$ cat src/design/npic_cfg.svh
// register map, field positions, reset values and source codes of the
// nested priority interrupt controller; included by the top design file
// and by the bench
`ifndef NPIC_CFG_SVH
`define NPIC_CFG_SVH

`define NPIC_ADDR_NORM_VEC   32'hffff001c
`define NPIC_ADDR_PRIO_C     32'hffff0028
`define NPIC_ADDR_NEST_CTRL  32'hffff0030
`define NPIC_ADDR_TRIG_CFG   32'hffff0034
`define NPIC_ADDR_EDGE_CLR   32'hffff0038
`define NPIC_ADDR_NORM_ISL   32'hffff003c
`define NPIC_ADDR_FAST_VEC   32'hffff011c
`define NPIC_ADDR_FAST_ISL   32'hffff013c
`define NPIC_ADDR_NORM_EN    32'hffff0140
`define NPIC_ADDR_FAST_EN    32'hffff0144
`define NPIC_ADDR_EVT_STAT   32'hffff0148
`define NPIC_ADDR_EVT_MASK   32'hffff014c

`define NPIC_PRIO_C_MASK     32'h00007777
`define NPIC_PRIO_EXT3_LSB   12
`define NPIC_PRIO_EXT2_LSB   8
`define NPIC_PRIO_SER_LSB    4
`define NPIC_PRIO_TW_LSB     0
`define NPIC_NEST_NORM_BIT   0
`define NPIC_NEST_FAST_BIT   1
`define NPIC_TRIG_CFG_MASK   32'h000000ff
`define NPIC_CLR_EXT0_BIT    13
`define NPIC_CLR_EXT1_BIT    14
`define NPIC_CLR_EXT2_BIT    18
`define NPIC_CLR_EXT3_BIT    19
`define NPIC_VEC_BASE_LSB    7
`define NPIC_VEC_IDX_LSB     2
`define NPIC_ISL_NONE        4'h8

`define NPIC_RST_WORD        32'h00000000

`define NPIC_CODE_EXT0       5'h0b
`define NPIC_CODE_EXT1       5'h0c
`define NPIC_CODE_EXT2       5'h10
`define NPIC_CODE_EXT3       5'h11
`define NPIC_CODE_SER        5'h0a
`define NPIC_CODE_TW         5'h0e

`endif

$ cat src/design/npic_pkg.sv
// types shared by the interrupt controller files
// assumes nothing beyond a SystemVerilog compiler
package npic_pkg;
    typedef enum logic [1:0] {
        NPIC_TRIG_HIGH = 2'b00,
        NPIC_TRIG_LOW  = 2'b01,
        NPIC_TRIG_RISE = 2'b10,
        NPIC_TRIG_FALL = 2'b11
    } npic_trig_t;

    typedef enum logic [1:0] {
        NPIC_BUS_IDLE = 2'b01,
        NPIC_BUS_WR   = 2'b10
    } npic_bus_t;
endpackage

$ cat src/design/npic_trig_chan.sv
// one external interrupt input: level or edge trigger with edge latch
// assumes the pin is already synchronous to clk
`timescale 1ns/1ns
module npic_trig_chan (
    input  wire logic       clk,
    input  wire logic       rst_n,
    input  wire logic       pin,
    input  wire logic [1:0] mode,
    input  wire logic       clr,
    output logic            req,
    output logic            edge_evt
);
    logic prev_q;
    logic latch_q;
    logic latch_d;
    logic is_edge;
    logic hit;

    // mode[1] picks edge, mode[0] picks low level or falling edge
    assign is_edge  = mode[1];
    assign hit      = is_edge & (mode[0] ? (prev_q & ~pin)
                                         : (~prev_q & pin));
    assign edge_evt = hit;
    // a new edge in the clearing cycle is kept
    assign latch_d  = is_edge & (hit | (latch_q & ~clr));
    assign req      = is_edge ? latch_q
                              : (mode[0] ? ~pin : pin);

    always_ff @(posedge clk or negedge rst_n) begin
        if (!rst_n) begin
            prev_q  <= 1'b0;
            latch_q <= 1'b0;
        end else begin
            prev_q  <= pin;
            latch_q <= latch_d;
        end
    end
endmodule

$ cat src/design/npic_pick.sv
// picks the most urgent pending source that is not blocked
// assumes levels packed lsb first, threshold 8 meaning nothing in service
`timescale 1ns/1ns
module npic_pick #(
    parameter int N  = 6,
    parameter int LW = 3,
    parameter int IW = 3
) (
    input  wire logic [N-1:0]    pend,
    input  wire logic [N*LW-1:0] levels,
    input  wire logic [LW:0]     thr,
    output logic                 valid,
    output logic [IW-1:0]        idx,
    output logic [LW-1:0]        lvl
);
    always_comb begin
        logic [LW-1:0] lv;
        lv    = '0;
        valid = 1'b0;
        idx   = '0;
        lvl   = '0;
        for (int i = 0; i < N; i++) begin
            lv = levels[i*LW +: LW];
            // strictly lower level wins, so ties keep the lowest index
            if (pend[i] && ({1'b0, lv} < thr)
                && (!valid || lv < lvl)) begin
                valid = 1'b1;
                idx   = IW'(i);
                lvl   = lv;
            end
        end
    end
endmodule

$ cat src/design/npic_top.sv
// nested priority interrupt controller: AHB-Lite register slave,
// external trigger channels, normal and fast arbitration, in-service
// levels and an event interrupt.
// assumes a single AHB-Lite master doing whole-word single transfers.
//
// How it works
// - external pins 3 and 2 keep 3-bit levels at bits 14:12, 10:8
// - serial and two-wire slave sources keep 3-bit levels at 6:4, 2:0
// - control bit 0 turns on nesting and levels for normal requests
// - control bit 1 turns on nesting and levels for fast requests
// - fast always reaches the core; normal only while no fast one stands
// - normal vector read with nesting sets in-service bit of served level
// - fast vector read with nesting sets in-service bit of served level
// - a set in-service bit blocks that level and all less urgent ones
// - each in-service write clears just the most urgent set bit
// - fast vector: zeros, base in 22:7, source code in 6:2
// - four external inputs: high, low, rising or falling trigger
// - edge request latched until software clears it
// - 2-bit trigger field per input at bits 1:0, 3:2, 5:4, 7:6
// - clear bits 13, 14, 18, 19 drop edge latches of inputs 0 to 3
// - level 0 most urgent, level 7 least urgent
`timescale 1ns/1ns
`include "npic_cfg.svh"
module npic_top #(
    parameter int NSRC = 6,
    parameter int NEXT = 4
) (
    input  wire logic        CLK_SYS,
    input  wire logic        RST_N,
    input  wire logic        HSEL,
    input  wire logic [31:0] HADDR,
    input  wire logic [1:0]  HTRANS,
    input  wire logic        HWRITE,
    input  wire logic [2:0]  HSIZE,
    input  wire logic [31:0] HWDATA,
    input  wire logic        HREADY,
    output logic [31:0]      HRDATA,
    output logic             HREADYOUT,
    output logic             HRESP,
    input  wire logic [3:0]  EXT_INT,
    input  wire logic        SERIAL_SLAVE_REQ,
    input  wire logic        TWOWIRE_SLAVE_REQ,
    input  wire logic [2:0]  EXT0_PRIORITY,
    input  wire logic [2:0]  EXT1_PRIORITY,
    input  wire logic [15:0] VECTOR_TABLE_BASE,
    output logic             NORMAL_REQ,
    output logic             FAST_REQ,
    output logic             INT_OUT
);
    npic_pkg::npic_bus_t bus_q;
    npic_pkg::npic_bus_t bus_d;
    logic [31:0]         waddr_q;
    logic [31:0]         rdata_q;
    logic [31:0]         prio_q;
    logic [1:0]          nest_q;
    logic [7:0]          trig_q;
    logic [NSRC-1:0]     nen_q;
    logic [NSRC-1:0]     fen_q;
    logic [7:0]          nisl_q;
    logic [7:0]          nisl_d;
    logic [7:0]          fisl_q;
    logic [7:0]          fisl_d;
    logic [NEXT-1:0]     evt_q;
    logic [NEXT-1:0]     evt_d;
    logic [NEXT-1:0]     emask_q;

    // address phase: reads are answered from a register with no wait
    logic accept;
    logic rd_acc;
    logic wr_acc;
    logic wr_now;
    assign accept = HSEL & HTRANS[1] & HREADY;
    assign rd_acc = accept & ~HWRITE;
    assign wr_acc = accept & HWRITE;
    assign wr_now = (bus_q == npic_pkg::NPIC_BUS_WR);
    assign bus_d  = wr_acc ? npic_pkg::NPIC_BUS_WR : npic_pkg::NPIC_BUS_IDLE;

    logic ra_prio;
    logic ra_nest;
    logic ra_trig;
    logic ra_nisl;
    logic ra_fisl;
    logic ra_nvec;
    logic ra_fvec;
    logic ra_nen;
    logic ra_fen;
    logic ra_evt;
    logic ra_emask;
    assign ra_prio  = HADDR == `NPIC_ADDR_PRIO_C;
    assign ra_nest  = HADDR == `NPIC_ADDR_NEST_CTRL;
    assign ra_trig  = HADDR == `NPIC_ADDR_TRIG_CFG;
    assign ra_nisl  = HADDR == `NPIC_ADDR_NORM_ISL;
    assign ra_fisl  = HADDR == `NPIC_ADDR_FAST_ISL;
    assign ra_nvec  = HADDR == `NPIC_ADDR_NORM_VEC;
    assign ra_fvec  = HADDR == `NPIC_ADDR_FAST_VEC;
    assign ra_nen   = HADDR == `NPIC_ADDR_NORM_EN;
    assign ra_fen   = HADDR == `NPIC_ADDR_FAST_EN;
    assign ra_evt   = HADDR == `NPIC_ADDR_EVT_STAT;
    assign ra_emask = HADDR == `NPIC_ADDR_EVT_MASK;

    logic wh_prio;
    logic wh_nest;
    logic wh_trig;
    logic wh_clr;
    logic wh_nisl;
    logic wh_fisl;
    logic wh_nen;
    logic wh_fen;
    logic wh_emask;
    assign wh_prio  = wr_now & (waddr_q == `NPIC_ADDR_PRIO_C);
    assign wh_nest  = wr_now & (waddr_q == `NPIC_ADDR_NEST_CTRL);
    assign wh_trig  = wr_now & (waddr_q == `NPIC_ADDR_TRIG_CFG);
    assign wh_clr   = wr_now & (waddr_q == `NPIC_ADDR_EDGE_CLR);
    assign wh_nisl  = wr_now & (waddr_q == `NPIC_ADDR_NORM_ISL);
    assign wh_fisl  = wr_now & (waddr_q == `NPIC_ADDR_FAST_ISL);
    assign wh_nen   = wr_now & (waddr_q == `NPIC_ADDR_NORM_EN);
    assign wh_fen   = wr_now & (waddr_q == `NPIC_ADDR_FAST_EN);
    assign wh_emask = wr_now & (waddr_q == `NPIC_ADDR_EVT_MASK);

    // external channels
    logic [NEXT-1:0] ext_req;
    logic [NEXT-1:0] ext_evt;
    logic [NEXT-1:0] ext_clr;
    genvar g;
    generate
        for (g = 0; g < NEXT; g++) begin : g_ext
            localparam int CPOS = (g == 0) ? `NPIC_CLR_EXT0_BIT :
                                  (g == 1) ? `NPIC_CLR_EXT1_BIT :
                                  (g == 2) ? `NPIC_CLR_EXT2_BIT :
                                             `NPIC_CLR_EXT3_BIT;
            assign ext_clr[g] = wh_clr & HWDATA[CPOS];
            npic_trig_chan u_chan (
                .clk      (CLK_SYS),
                .rst_n    (RST_N),
                .pin      (EXT_INT[g]),
                .mode     (trig_q[2*g +: 2]),
                .clr      (ext_clr[g]),
                .req      (ext_req[g]),
                .edge_evt (ext_evt[g])
            );
        end
    endgenerate

    // sources: ext0..ext3, serial slave, two-wire slave
    logic [NSRC-1:0]   src_req;
    logic [NSRC*3-1:0] lvl_raw;
    logic [NSRC*3-1:0] lvl_n;
    logic [NSRC*3-1:0] lvl_f;
    assign src_req = {TWOWIRE_SLAVE_REQ, SERIAL_SLAVE_REQ, ext_req};
    assign lvl_raw = {prio_q[`NPIC_PRIO_TW_LSB +: 3],
                      prio_q[`NPIC_PRIO_SER_LSB +: 3],
                      prio_q[`NPIC_PRIO_EXT3_LSB +: 3],
                      prio_q[`NPIC_PRIO_EXT2_LSB +: 3],
                      EXT1_PRIORITY,
                      EXT0_PRIORITY};
    // without nesting every source counts as level 0: index order only
    assign lvl_n = nest_q[`NPIC_NEST_NORM_BIT] ? lvl_raw : '0;
    assign lvl_f = nest_q[`NPIC_NEST_FAST_BIT] ? lvl_raw : '0;

    function automatic logic [3:0] first_set(input logic [7:0] v);
        first_set = `NPIC_ISL_NONE;
        for (int i = 7; i >= 0; i--) begin
            if (v[i]) begin
                first_set = 4'(i);
            end
        end
    endfunction

    function automatic logic [4:0] src_code(input logic [2:0] i);
        case (i)
            3'h0:    src_code = `NPIC_CODE_EXT0;
            3'h1:    src_code = `NPIC_CODE_EXT1;
            3'h2:    src_code = `NPIC_CODE_EXT2;
            3'h3:    src_code = `NPIC_CODE_EXT3;
            3'h4:    src_code = `NPIC_CODE_SER;
            default: src_code = `NPIC_CODE_TW;
        endcase
    endfunction

    logic [3:0] thr_n;
    logic [3:0] thr_f;
    logic       nvalid;
    logic       fvalid;
    logic [2:0] nidx;
    logic [2:0] fidx;
    logic [2:0] nlvl;
    logic [2:0] flvl;
    // bit 0 is most urgent, so the lowest set bit is the blocking level
    assign thr_n = first_set(nisl_q);
    assign thr_f = first_set(fisl_q);

    npic_pick #(.N(NSRC), .LW(3), .IW(3)) u_pick_n (
        .pend   (src_req & nen_q),
        .levels (lvl_n),
        .thr    (thr_n),
        .valid  (nvalid),
        .idx    (nidx),
        .lvl    (nlvl)
    );
    npic_pick #(.N(NSRC), .LW(3), .IW(3)) u_pick_f (
        .pend   (src_req & fen_q),
        .levels (lvl_f),
        .thr    (thr_f),
        .valid  (fvalid),
        .idx    (fidx),
        .lvl    (flvl)
    );

    // the core never sees a normal request while a fast one stands
    assign FAST_REQ   = fvalid;
    assign NORMAL_REQ = nvalid & ~fvalid;

    logic [31:0] nvec;
    logic [31:0] fvec;
    assign nvec = {9'h000, VECTOR_TABLE_BASE, src_code(nidx), 2'b00};
    assign fvec = {9'h000, VECTOR_TABLE_BASE, src_code(fidx), 2'b00};

    // in-service levels: a vector read pushes, a write pops the top bit
    logic       set_n;
    logic       set_f;
    logic [7:0] pop_n;
    logic [7:0] pop_f;
    assign set_n  = rd_acc & ra_nvec & nest_q[`NPIC_NEST_NORM_BIT]
                    & nvalid;
    assign set_f  = rd_acc & ra_fvec & nest_q[`NPIC_NEST_FAST_BIT]
                    & fvalid;
    assign pop_n  = nisl_q & (nisl_q - 8'h01);
    assign pop_f  = fisl_q & (fisl_q - 8'h01);
    assign nisl_d = (wh_nisl ? pop_n : nisl_q)
                    | (set_n ? (8'h01 << nlvl) : 8'h00);
    assign fisl_d = (wh_fisl ? pop_f : fisl_q)
                    | (set_f ? (8'h01 << flvl) : 8'h00);

    // event status: an edge in the clearing read is not lost
    assign evt_d   = ext_evt | (evt_q & ~((rd_acc & ra_evt) ?
                                          {NEXT{1'b1}} : {NEXT{1'b0}}));
    assign INT_OUT = |(evt_q & emask_q);

    logic [31:0] rd_mux;
    assign rd_mux = ({32{ra_prio}}  & prio_q)
                  | ({32{ra_nest}}  & {30'h0, nest_q})
                  | ({32{ra_trig}}  & {24'h0, trig_q})
                  | ({32{ra_nisl}}  & {24'h0, nisl_q})
                  | ({32{ra_fisl}}  & {24'h0, fisl_q})
                  | ({32{ra_nvec}}  & nvec)
                  | ({32{ra_fvec}}  & fvec)
                  | ({32{ra_nen}}   & {26'h0, nen_q})
                  | ({32{ra_fen}}   & {26'h0, fen_q})
                  | ({32{ra_evt}}   & {28'h0, evt_q})
                  | ({32{ra_emask}} & {28'h0, emask_q});

    assign HRDATA    = rdata_q;
    assign HREADYOUT = 1'b1;
    assign HRESP     = 1'b0;

    always_ff @(posedge CLK_SYS or negedge RST_N) begin
        if (!RST_N) begin
            bus_q   <= npic_pkg::NPIC_BUS_IDLE;
            waddr_q <= `NPIC_RST_WORD;
            rdata_q <= `NPIC_RST_WORD;
        end else begin
            bus_q   <= bus_d;
            waddr_q <= wr_acc ? HADDR : waddr_q;
            rdata_q <= rd_acc ? rd_mux : rdata_q;
        end
    end

    always_ff @(posedge CLK_SYS or negedge RST_N) begin
        if (!RST_N) begin
            prio_q  <= `NPIC_RST_WORD;
            nest_q  <= 2'h0;
            trig_q  <= 8'h00;
            nen_q   <= '0;
            fen_q   <= '0;
        end else begin
            if (wh_prio) prio_q <= HWDATA & `NPIC_PRIO_C_MASK;
            if (wh_nest) nest_q <= HWDATA[1:0];
            if (wh_trig) trig_q <= HWDATA[7:0];
            if (wh_nen)  nen_q  <= HWDATA[NSRC-1:0];
            if (wh_fen)  fen_q  <= HWDATA[NSRC-1:0];
        end
    end

    always_ff @(posedge CLK_SYS or negedge RST_N) begin
        if (!RST_N) begin
            nisl_q  <= 8'h00;
            fisl_q  <= 8'h00;
            evt_q   <= '0;
            emask_q <= '0;
        end else begin
            nisl_q  <= nisl_d;
            fisl_q  <= fisl_d;
            evt_q   <= evt_d;
            if (wh_emask) emask_q <= HWDATA[NEXT-1:0];
        end
    end
endmodule

$ cat config.mk
export PLATFORM = sky130hd
export DESIGN_NAME = npic_top
export DESIGN_NICKNAME = d
export VERILOG_FILES = /design/src/design/npic_pkg.sv /design/src/design/npic_trig_chan.sv /design/src/design/npic_pick.sv /design/src/design/npic_top.sv
export VERILOG_INCLUDE_DIRS = /design/src /design/src/design
export SDC_FILE = /design/constraint.sdc
export NUM_CORES = 1
export LEC_CHECK = 0
export ABC_AREA = 1
export BUFFER_PORTS_ARGS = -buffer_cell sky130_fd_sc_hd__buf_2
export CORE_MARGIN = 4
export CORE_UTILIZATION = 41
export DETAILED_ROUTE_END_ITERATION = 8
export HOLD_SLACK_MARGIN = 0.12
export PLACE_DENSITY = 0.62
export SYNTH_ARGS = -nofsm -noshare
export SYNTH_HDL_FRONTEND = slang
export SYNTH_SLANG_ARGS = --single-unit
export TNS_END_PERCENT = 1
$ cat constraint.sdc
create_clock -name CLK_SYS -period 19.6 [get_ports CLK_SYS]
set_input_delay 0.98 -clock CLK_SYS [delete_from_list [all_inputs] [get_ports CLK_SYS]]
set_output_delay 0.98 -clock CLK_SYS [all_outputs]
set_load 0.02 [all_outputs]
== Word-level counts from Yosys, hierarchy flattened ==
Index checks and enable logic that the tools add are counted.

* Register bits: 132
* Input bits: 102
* Logic and storage cells: 286
* Output and inout port bits: 37

* $add $sub $neg: 2
* Mux-type cells: 72
* Eq/ne operators: 29
* Bitwise logic cells: 94
* Reductions and logical operators: 45
* Order comparisons: 22
* Shifts and indexed selects: 2

{| class="wikitable"
|+ Operator list
! cell !! number
|-
| $eq A32 B32 Y1 const B || 20
|-
| $or A32 B32 Y32 || 10
|-
| $and A32 B8 Y32 || 3
|-
| $mux W4 || 17
|-
| $and A32 B23 Y32 || 2
|-
| $and A32 B4 Y32 || 2
|-
| $and A32 B6 Y32 || 2
|-
| $pmux W5 S5 || 2
|-
| $lt A3 B4 Y1 || 12
|-
| $mux W3 || 16
|-
| $and A1 B1 Y1 || 45
|-
| $mux W18 || 2
|-
| $and A32 B15 Y32 || 1
|-
| $and A32 B2 Y32 || 1
|-
| $mux W8 || 4
|-
| $lt A3 B3 Y1 || 10
|-
| $mux W1 || 26
|-
| $logic_and A1 B1 Y1 || 22
|-
| $and A8 B8 Y8 || 2
|-
| $or A8 B8 Y8 || 2
|-
| $shl A1 B3 Y8 const A || 2
|-
| $sub A8 B1 Y8 const B || 2
|-
| $not A1 Y1 || 14
|-
| $and A6 B6 Y6 || 2
|-
| other kinds (13) || 45
|}

== Longest topological paths before layout ==
* Depth after elaboration: 40
* Depth in mapped cells: 63
* Mapped depth without buffers: 62

== Hierarchy ==
Synthesis repeated with hierarchy kept, for this count alone.

* Cell total of the unflattened synthesis: 1337
* Area, all modules: 8867.3 um^2

{| class="wikitable"
|+ By module, submodules not included
! module !! seq. area each (um^2) !! cells an instance !! area an instance (um^2) !! instances
|-
| npic_top || 2879.0 || 939 || 6434.9 || 1
|-
| npic_pick || 0.0 || 163 || 988.4 || 2
|-
| npic_trig_chan || 50.0 || 18 || 113.9 || 4
|}

== Worst setup path before layout ==
No wires, ideal clock.

* Path kind: flip-flop to flip-flop
* From: register nisl_q[2]
* To: register rdata_q[3], in the netlist HRDATA[3]
* Stages on the path, launching flop included: 45
* Path slack: 13.314 ns
* Period minus slack after synthesis: 6.286 ns
* Data required time: 19.476 ns
* Arrival: 6.163 ns
* Path through: dfrtp_1 -> nor2_2 -> inv_2 -> o21ai_0 -> ha_1 -> nand2_1 -> nand2_1 -> nand2_1 -> nand2_1 -> nor2_1 -> inv_1 -> ha_1 -> a21oi_1 -> nand2_1 -> nand2_2 -> nand2_2 -> o21ai_0 -> ha_1 -> [... 9 more ...] -> nand2_2 -> o21ai_0 -> ha_1 -> a21oi_1 -> nand2_1 -> nand2_2 -> nand2_4 -> o21ai_0 -> ha_1 -> a21oi_1 -> nand2_1 -> nand2_1 -> nand2_2 -> buf_6 -> nand2_1 -> nand2_1 -> a21oi_1 -> a21oi_1

* Cells in the longest elaborated chain, start to end: 35

{| class="wikitable"
|+ Ends and longest elaborated chain
! item !! line !! source
|-
| from (decl) || npic_top.sv:59 || <nowiki>logic [7:0] nisl_q;</nowiki>
|-
| from (signal assigned) || npic_top.sv:291 || <nowiki>nisl_q <= nisl_d;</nowiki>
|-
| $mux W4 * (3 in a row) || npic_top.sv:163 || <nowiki>if (v[i]) begin</nowiki>
|-
| $lt A3 B4 Y1 || npic_pick.sv:25 || <nowiki>if (pend[i] && ({1'b0, lv} < thr)</nowiki>
|-
| $logic_and A1 B1 Y1 || npic_pick.sv:25 ||
|-
| $mux W3 or $mux W1 (tied branches) || npic_pick.sv:25 ||
|-
| $lt A3 B3 Y1 or $logic_not A1 Y1 (tied branches) || npic_pick.sv:26 || <nowiki>&& (!valid || lv < lvl)) begin</nowiki>
|-
| $logic_or A1 B1 Y1 || npic_pick.sv:26 ||
|-
| $logic_and A1 B1 Y1 || npic_pick.sv:26 ||
|-
| $mux W3 or $mux W1 (tied branches) || npic_pick.sv:25 ||
|-
| [... 17 more ...] || n/a ||
|-
| $pmux W5 S5 * || npic_top.sv:170 || <nowiki>case (i)</nowiki>
|-
| $and A32 B23 Y32 * || npic_top.sv:245 || <nowiki>| ({32{ra_nvec}} & nvec)</nowiki>
|-
| $or A32 B32 Y32 * || npic_top.sv:245 ||
|-
| $or A32 B32 Y32 * || npic_top.sv:246 || <nowiki>| ({32{ra_fvec}} & fvec)</nowiki>
|-
| $or A32 B32 Y32 * || npic_top.sv:247 || <nowiki>| ({32{ra_nen}} & {26'h0, nen_q})</nowiki>
|-
| $or A32 B32 Y32 * || npic_top.sv:248 || <nowiki>| ({32{ra_fen}} & {26'h0, fen_q})</nowiki>
|-
| $or A32 B32 Y32 * || npic_top.sv:249 || <nowiki>| ({32{ra_evt}} & {28'h0, evt_q})</nowiki>
|-
| $or A32 B32 Y32 * || npic_top.sv:250 || <nowiki>| ({32{ra_emask}} & {28'h0, emask_q});</nowiki>
|-
| to (signal assigned) || npic_top.sv:260 || <nowiki>rdata_q <= `NPIC_RST_WORD;</nowiki>
|-
| to (signal assigned) || npic_top.sv:264 || <nowiki>rdata_q <= rd_acc ? rd_mux : rdata_q;</nowiki>
|-
| to (decl) || npic_top.sv:53 || <nowiki>logic [31:0] rdata_q;</nowiki>
|}

Every way passes the cells marked *; elsewhere a longest branch is shown, timed or not.
A chain may end at the register's enable or synchronous reset.

== Worst setup path in the final report ==
* From: register nisl_q[1]
* To: register rdata_q[3], in the netlist HRDATA[3]

* Cells in the longest elaborated chain, start to end: 34

{| class="wikitable"
|+ Ends and longest elaborated chain
! item !! line
|-
| $mux W4 * (2 in a row) || npic_top.sv:163
|-
| $lt A3 B4 Y1 || npic_pick.sv:25
|-
| $logic_and A1 B1 Y1 || npic_pick.sv:25
|-
| $mux W3 or $mux W1 (tied branches) || npic_pick.sv:25
|-
| $lt A3 B3 Y1 or $logic_not A1 Y1 (tied branches) || npic_pick.sv:26
|-
| $logic_or A1 B1 Y1 || npic_pick.sv:26
|-
| $logic_and A1 B1 Y1 || npic_pick.sv:26
|-
| $mux W3 or $mux W1 (tied branches) || npic_pick.sv:25
|-
| [... 17 more ...] || n/a
|-
| $pmux W5 S5 * || npic_top.sv:170
|-
| $and A32 B23 Y32 * || npic_top.sv:245
|-
| $or A32 B32 Y32 * || npic_top.sv:245
|-
| $or A32 B32 Y32 * || npic_top.sv:246
|-
| $or A32 B32 Y32 * || npic_top.sv:247
|-
| $or A32 B32 Y32 * || npic_top.sv:248
|-
| $or A32 B32 Y32 * || npic_top.sv:249
|-
| $or A32 B32 Y32 * || npic_top.sv:250
|}

Marks and branches as above.

==> results.md <==
| Stage | Result | This run |
| --- | --- | --- |
| critical path | Crit-path leading delay family | simple AND/OR/NAND/NOR gates |
| route | Detailed Route WL | 23700 um |
| route | Number of vias per cell | 5.15 |
| floorplan | Height of the chip | 149 um |
| global routing | Total routing usage reported by global routing | 0.222 |
| critical path | CP Launch Type | flip-flop |
| route | Number of vias in the routed layout | 7818 |
| power | Total power per unit cell area | 76.0 nW/um2 |
| clock network | Number of gates given a new drive strength after cts | 0 |
| critical path | Worst reg-to-reg path cell count | 46 |
| clock network | CTS tree | yes |
| power | Peak VDD IR | 57.5 uV |
| timing | Fmax | 0.138 GHz |
| route | Number of nets with antenna violations after detailed routing | 0 |
| placement | Post-detail-place hpwl | 18700 um |
| floorplan | Number of ports placed on the die boundary | 139 |
| critical path | Worst path bufs/invs | 3 |
| route | Number of detailed-routing iterations run before antenna repair | 5 |
| clock network | TritonCTS sink count | 123 |
| floorplan | Effective utilization at floorplan | 0.416 |
| critical path | Most common cell type on the critical path | sky130_fd_sc_hd__nand2_1 |
| synth | Ys flop type | sky130_fd_sc_hd__dfrtp_1 |
| critical path | Arrival time worst endpoint | 7530 ps |
| final layout | Count of nets after finishing | 1386 |
| global routing | Initial antenna violation count | 1 |
| floorplan | Die Width | 149 um |
| timing | Number of setup violations in the final report | 0 |
| timing | Final hold violation count | 0 |
| clock network | Post-CTS setup repair buffer count | 0 |
| clock network | Clock root cell | sky130_fd_sc_hd__clkbuf_16 |
| timing | Post-layout min period | 7240 ps |
| clock network | Post-CTS clock slew at the launch and capture registers of the worst setup and hold paths | 60 ps |
| clock network | Maximum number of buffers from clock root to sink | 2 |
| clock network | Cts bufs inserted | 17 |
| route | Total DRC errors in the routed layout | 0 |
| placement | Weighted congestion at the end of routability-driven global placement | 0.932 |
| critical path | R2r endpoint | HRDATA[3]$_DFFE_PN0P_ |
| timing | Clk_skew | 7.72 ps |
| final layout | Area Overhead vs Synth | 18.0% |
| timing | Fin. max-slew vios | 0 |
| critical path | Type of destination of the critical path | flip-flop |
| critical path | Longest individual stage delay on the worst path | 420 ps |
| synth | Count of unique library cells instantiated by Yosys | 49 |
| synth | Fraction of registers with async set/reset | 1.00 |
| clock network | Hold-fix buffers, CTS | 0 |
| status | Run status | finished clean |
| synth | Post-Syn Area | 8090 um2 |
| placement | Number of buffer cells added on primary ports | 107 |
| critical path | Crit path capture | HRDATA[3]$_DFFE_PN0P_ |
| final layout | Share of cells above drive strength 1 | 0.182 |
| floorplan | Die outline area | 22100 um2 |
| synth | Number of standard cells after synthesis | 1124 |
| clock network | Worst-skew pair later-pin latency | 420 ps |
| timing | Unrepaired setup endpoints after global routing | false |
| timing | Accumulated negative setup slack | 0 ps |
| global routing | Maximum number of pins on one net before global-route repair | 55 |
| worst hold path | HP Class | reg -> reg |
| floorplan | Total core area | 19500 um2 |
| global routing | Total congestion overflow after global routing | 0 |
| global routing | First-pass GRT wire length | 38600 um |
| critical path | R2R Path Start | nisl_q[1]$_DFF_PN0_ |
| synth | Share of the yosys chip area belonging to registers | 0.380 |
| critical path | Slowest-stage cell, CP | sky130_fd_sc_hd__dfrtp_1 |
| power | Static Leakage | 0.00518 uW |
| critical path | Crit Path Class | reg -> reg |
| timing | Worst max-slew margin expressed relative to the limit | 0.321 |
| synth | Ys Warns | 0 |
| final layout | Filler Cells Inserted | 2005 |
| job | Count of max-cap constraint violations | 0 |
| timing | Transition time at the pin with the least slew margin | 993 ps |
| route | DR WL/cell | 15.6 um |
| synth | Mean Syn Cell Area | 7.20 um2 |
| timing | Minimum hold slack | 476 ps |
| synth | Number of storage elements in the synthesis netlist | 123 |
| clock network | Number of levels in the clock H-tree | 4 |
| floorplan | Standard-cell row count | 51 |
| synth | Count of flip-flops with a built-in enable after synthesis | 0 |
| critical path | Setup slack on the worst flop-to-flop path | 12360 ps |
| route | Number of violations reported at the end of detailed-routing iteration 0 | 533 |
| global routing | Vias in the first global route | 7394 |
| critical path | Critical path fanouts, max | 12 |
| critical path | Worst setup startpoint | nisl_q[1]$_DFF_PN0_ |
| critical path | Count of cell instances traversed by the critical path | 46 |
| timing | Part of the cycle the worst path needs | 0.369 |
| critical path | Worst EP required | 19890 ps |
## cell usage in the layout, fill, tap and decap left out, types with 4 or more instances in the layout
master                      synthesis  routed
sky130_fd_sc_hd__dfrtp_1          122     122
sky130_fd_sc_hd__nand2_2           29      29
sky130_fd_sc_hd__nor4_1             9       9
sky130_fd_sc_hd__o2111ai_1          5       5
sky130_fd_sc_hd__nand2_1          317     317
sky130_fd_sc_hd__or2_2              7       7
sky130_fd_sc_hd__a21o_1             8       8
sky130_fd_sc_hd__a221oi_1           9       9
sky130_fd_sc_hd__buf_2              0     106
sky130_fd_sc_hd__a22oi_1            4       4
sky130_fd_sc_hd__a31oi_1            4       4
sky130_fd_sc_hd__a21oi_1           36      36
sky130_fd_sc_hd__o22ai_1            4       4
sky130_fd_sc_hd__clkinv_4           0       4
sky130_fd_sc_hd__o21ai_0           95      95
sky130_fd_sc_hd__mux2_2             5       5
sky130_fd_sc_hd__inv_2             11      11
sky130_fd_sc_hd__nand3_1           61      61
sky130_fd_sc_hd__conb_1             2      11
sky130_fd_sc_hd__nor2_1            84      83
sky130_fd_sc_hd__ha_1              44      44
sky130_fd_sc_hd__clkbuf_16          0      17
sky130_fd_sc_hd__nor3_1            17      17
sky130_fd_sc_hd__nor2_2             5       6
sky130_fd_sc_hd__nand4_1           22      22
sky130_fd_sc_hd__inv_1            147     147
sky130_fd_sc_hd__buf_4             11      14
sky130_fd_sc_hd__o21ai_1            8       8
sky130_fd_sc_hd__nand2_4            4       4
## how the worst min path moves through the flow
stage / cells past startpoint / from / endpoint / slack (ps)
floorplan: 2 / waddr_q[19]$_DFFE_PN0P_ / waddr_q[19]$_DFFE_PN0P_ / 450
global placement: 2 / HRDATA[19]$_DFFE_PN0P_ / HRDATA[19]$_DFFE_PN0P_ / 460
detailed placement: 2 / HRDATA[11]$_DFFE_PN0P_ / HRDATA[11]$_DFFE_PN0P_ / 460
CTS: 2 / HRDATA[11]$_DFFE_PN0P_ / HRDATA[11]$_DFFE_PN0P_ / 480
global route: 2 / HRDATA[22]$_DFFE_PN0P_ / HRDATA[22]$_DFFE_PN0P_ / 500
finish: 2 / HRDATA[11]$_DFFE_PN0P_ / HRDATA[11]$_DFFE_PN0P_ / 480
## sequential cells by signal (all words and copies together) (netlist names)
name and count:
waddr_q 32, HRDATA 23, evt_q 4, prio_q 12
fisl_q 8, g_ext.u_chan.latch_q 4, emask_q 4, trig_q 8
nest_q 2, fen_q 6, bus_q 2, nisl_q 8
nen_q 6, g_ext.u_chan.prev_q 4
## cells in the mapped netlist (2+ instances only)
cell	n	area, um2
sky130_fd_sc_hd__nor2_2	5	31.3
sky130_fd_sc_hd__nand2_1	317	1190
sky130_fd_sc_hd__clkbuf_1	19	71.3
sky130_fd_sc_hd__o211a_1	2	20.0
sky130_fd_sc_hd__nand2_4	4	45.0
sky130_fd_sc_hd__or2_2	7	43.8
sky130_fd_sc_hd__mux2_2	5	56.3
sky130_fd_sc_hd__a32oi_1	2	17.5
sky130_fd_sc_hd__nor2_1	84	315
sky130_fd_sc_hd__a21o_1	8	60.1
sky130_fd_sc_hd__a21oi_2	2	17.5
sky130_fd_sc_hd__inv_2	11	41.3
sky130_fd_sc_hd__o21ai_1	8	40.0
sky130_fd_sc_hd__o21ai_0	95	475
sky130_fd_sc_hd__inv_1	147	552
sky130_fd_sc_hd__nor2_4	3	33.8
sky130_fd_sc_hd__ha_1	44	551
sky130_fd_sc_hd__nand2_2	29	181
sky130_fd_sc_hd__nand3_1	61	305
sky130_fd_sc_hd__nor3_1	17	85.1
sky130_fd_sc_hd__a31oi_1	4	25.0
sky130_fd_sc_hd__a221oi_1	9	78.8
sky130_fd_sc_hd__conb_1	2	7.51
sky130_fd_sc_hd__buf_4	11	82.6
sky130_fd_sc_hd__a22oi_1	4	30.0
sky130_fd_sc_hd__nand4_1	22	138
sky130_fd_sc_hd__dfrtp_1	122	3050
sky130_fd_sc_hd__o21ai_2	3	26.3
sky130_fd_sc_hd__nand3_2	2	20.0
sky130_fd_sc_hd__nor4_1	9	56.3
sky130_fd_sc_hd__o2111ai_1	5	43.8
sky130_fd_sc_hd__a2111oi_0	4	35.0
sky130_fd_sc_hd__a21oi_1	36	180
sky130_fd_sc_hd__o211ai_1	3	22.5
sky130_fd_sc_hd__o22ai_1	4	25.0
## logic make-up (layout without fill, tap and decap cells)
family / Yosys count / after routing / synth area share
AND/OR/NAND/NOR: 563 / 563 / 0.306
AO/OA/AOI/OAI: 195 / 195 / 0.142
buffers and inverters: 191 / 311 / 0.0946
flip-flops: 123 / 123 / 0.380
adder cells (fa/ha/maj): 44 / 44 / 0.0680
multiplexers: 5 / 5 / 0.00696
other: 2 / 12 / 0.000928
XOR/XNOR: 1 / 1 / 0.00108
## area by class of cell
cell class	instances	area [um2]	share of cell area
Antenna cell	1	2.50	0.000262
Clock buffer	18	439	0.0460
Clock inverter	14	171	0.0180
Inverter	159	597	0.0625
Multi-Input combinational cell	819	4290	0.449
Sequential cell	123	3080	0.322
Tap cell	265	332	0.0347
Timing Repair Buffer	120	636	0.0666
## report_power, final
part | internal [uW] | total [uW] | switching [uW]
registers | 273 | 286 | 12.2
logic | 42.5 | 116 | 73.7
clock network | 203 | 324 | 120
total | 519 | 725 | 206
## per-layer routing
metal  track usage  part of all wire
met1         0.320              0.48
met3        0.0396             0.047
met5             0                 0
met4        0.0633             0.012
met2         0.345              0.47
## tightest hold or removal path, cell delays in order (launching register included)
cell                      delay [ps]
sky130_fd_sc_hd__dfrtp_1         340
sky130_fd_sc_hd__nand2_1          60
sky130_fd_sc_hd__nand2_1          50
## through the flow
stage	instances	setup slack, ps	util	total power, uW	area [um2]
final	1519	12360	0.491	725	9550
after global routing	1519	11570	0.491	762	9550
after CTS	1518	12350	0.490	732	9550
after detailed placement	1486	12180	0.459	407	8930
after global placement	1486	12220	0.459	404	8930
after floorplan	1133	13310	-	368	8130
Power figures use the tool's default switching activity.
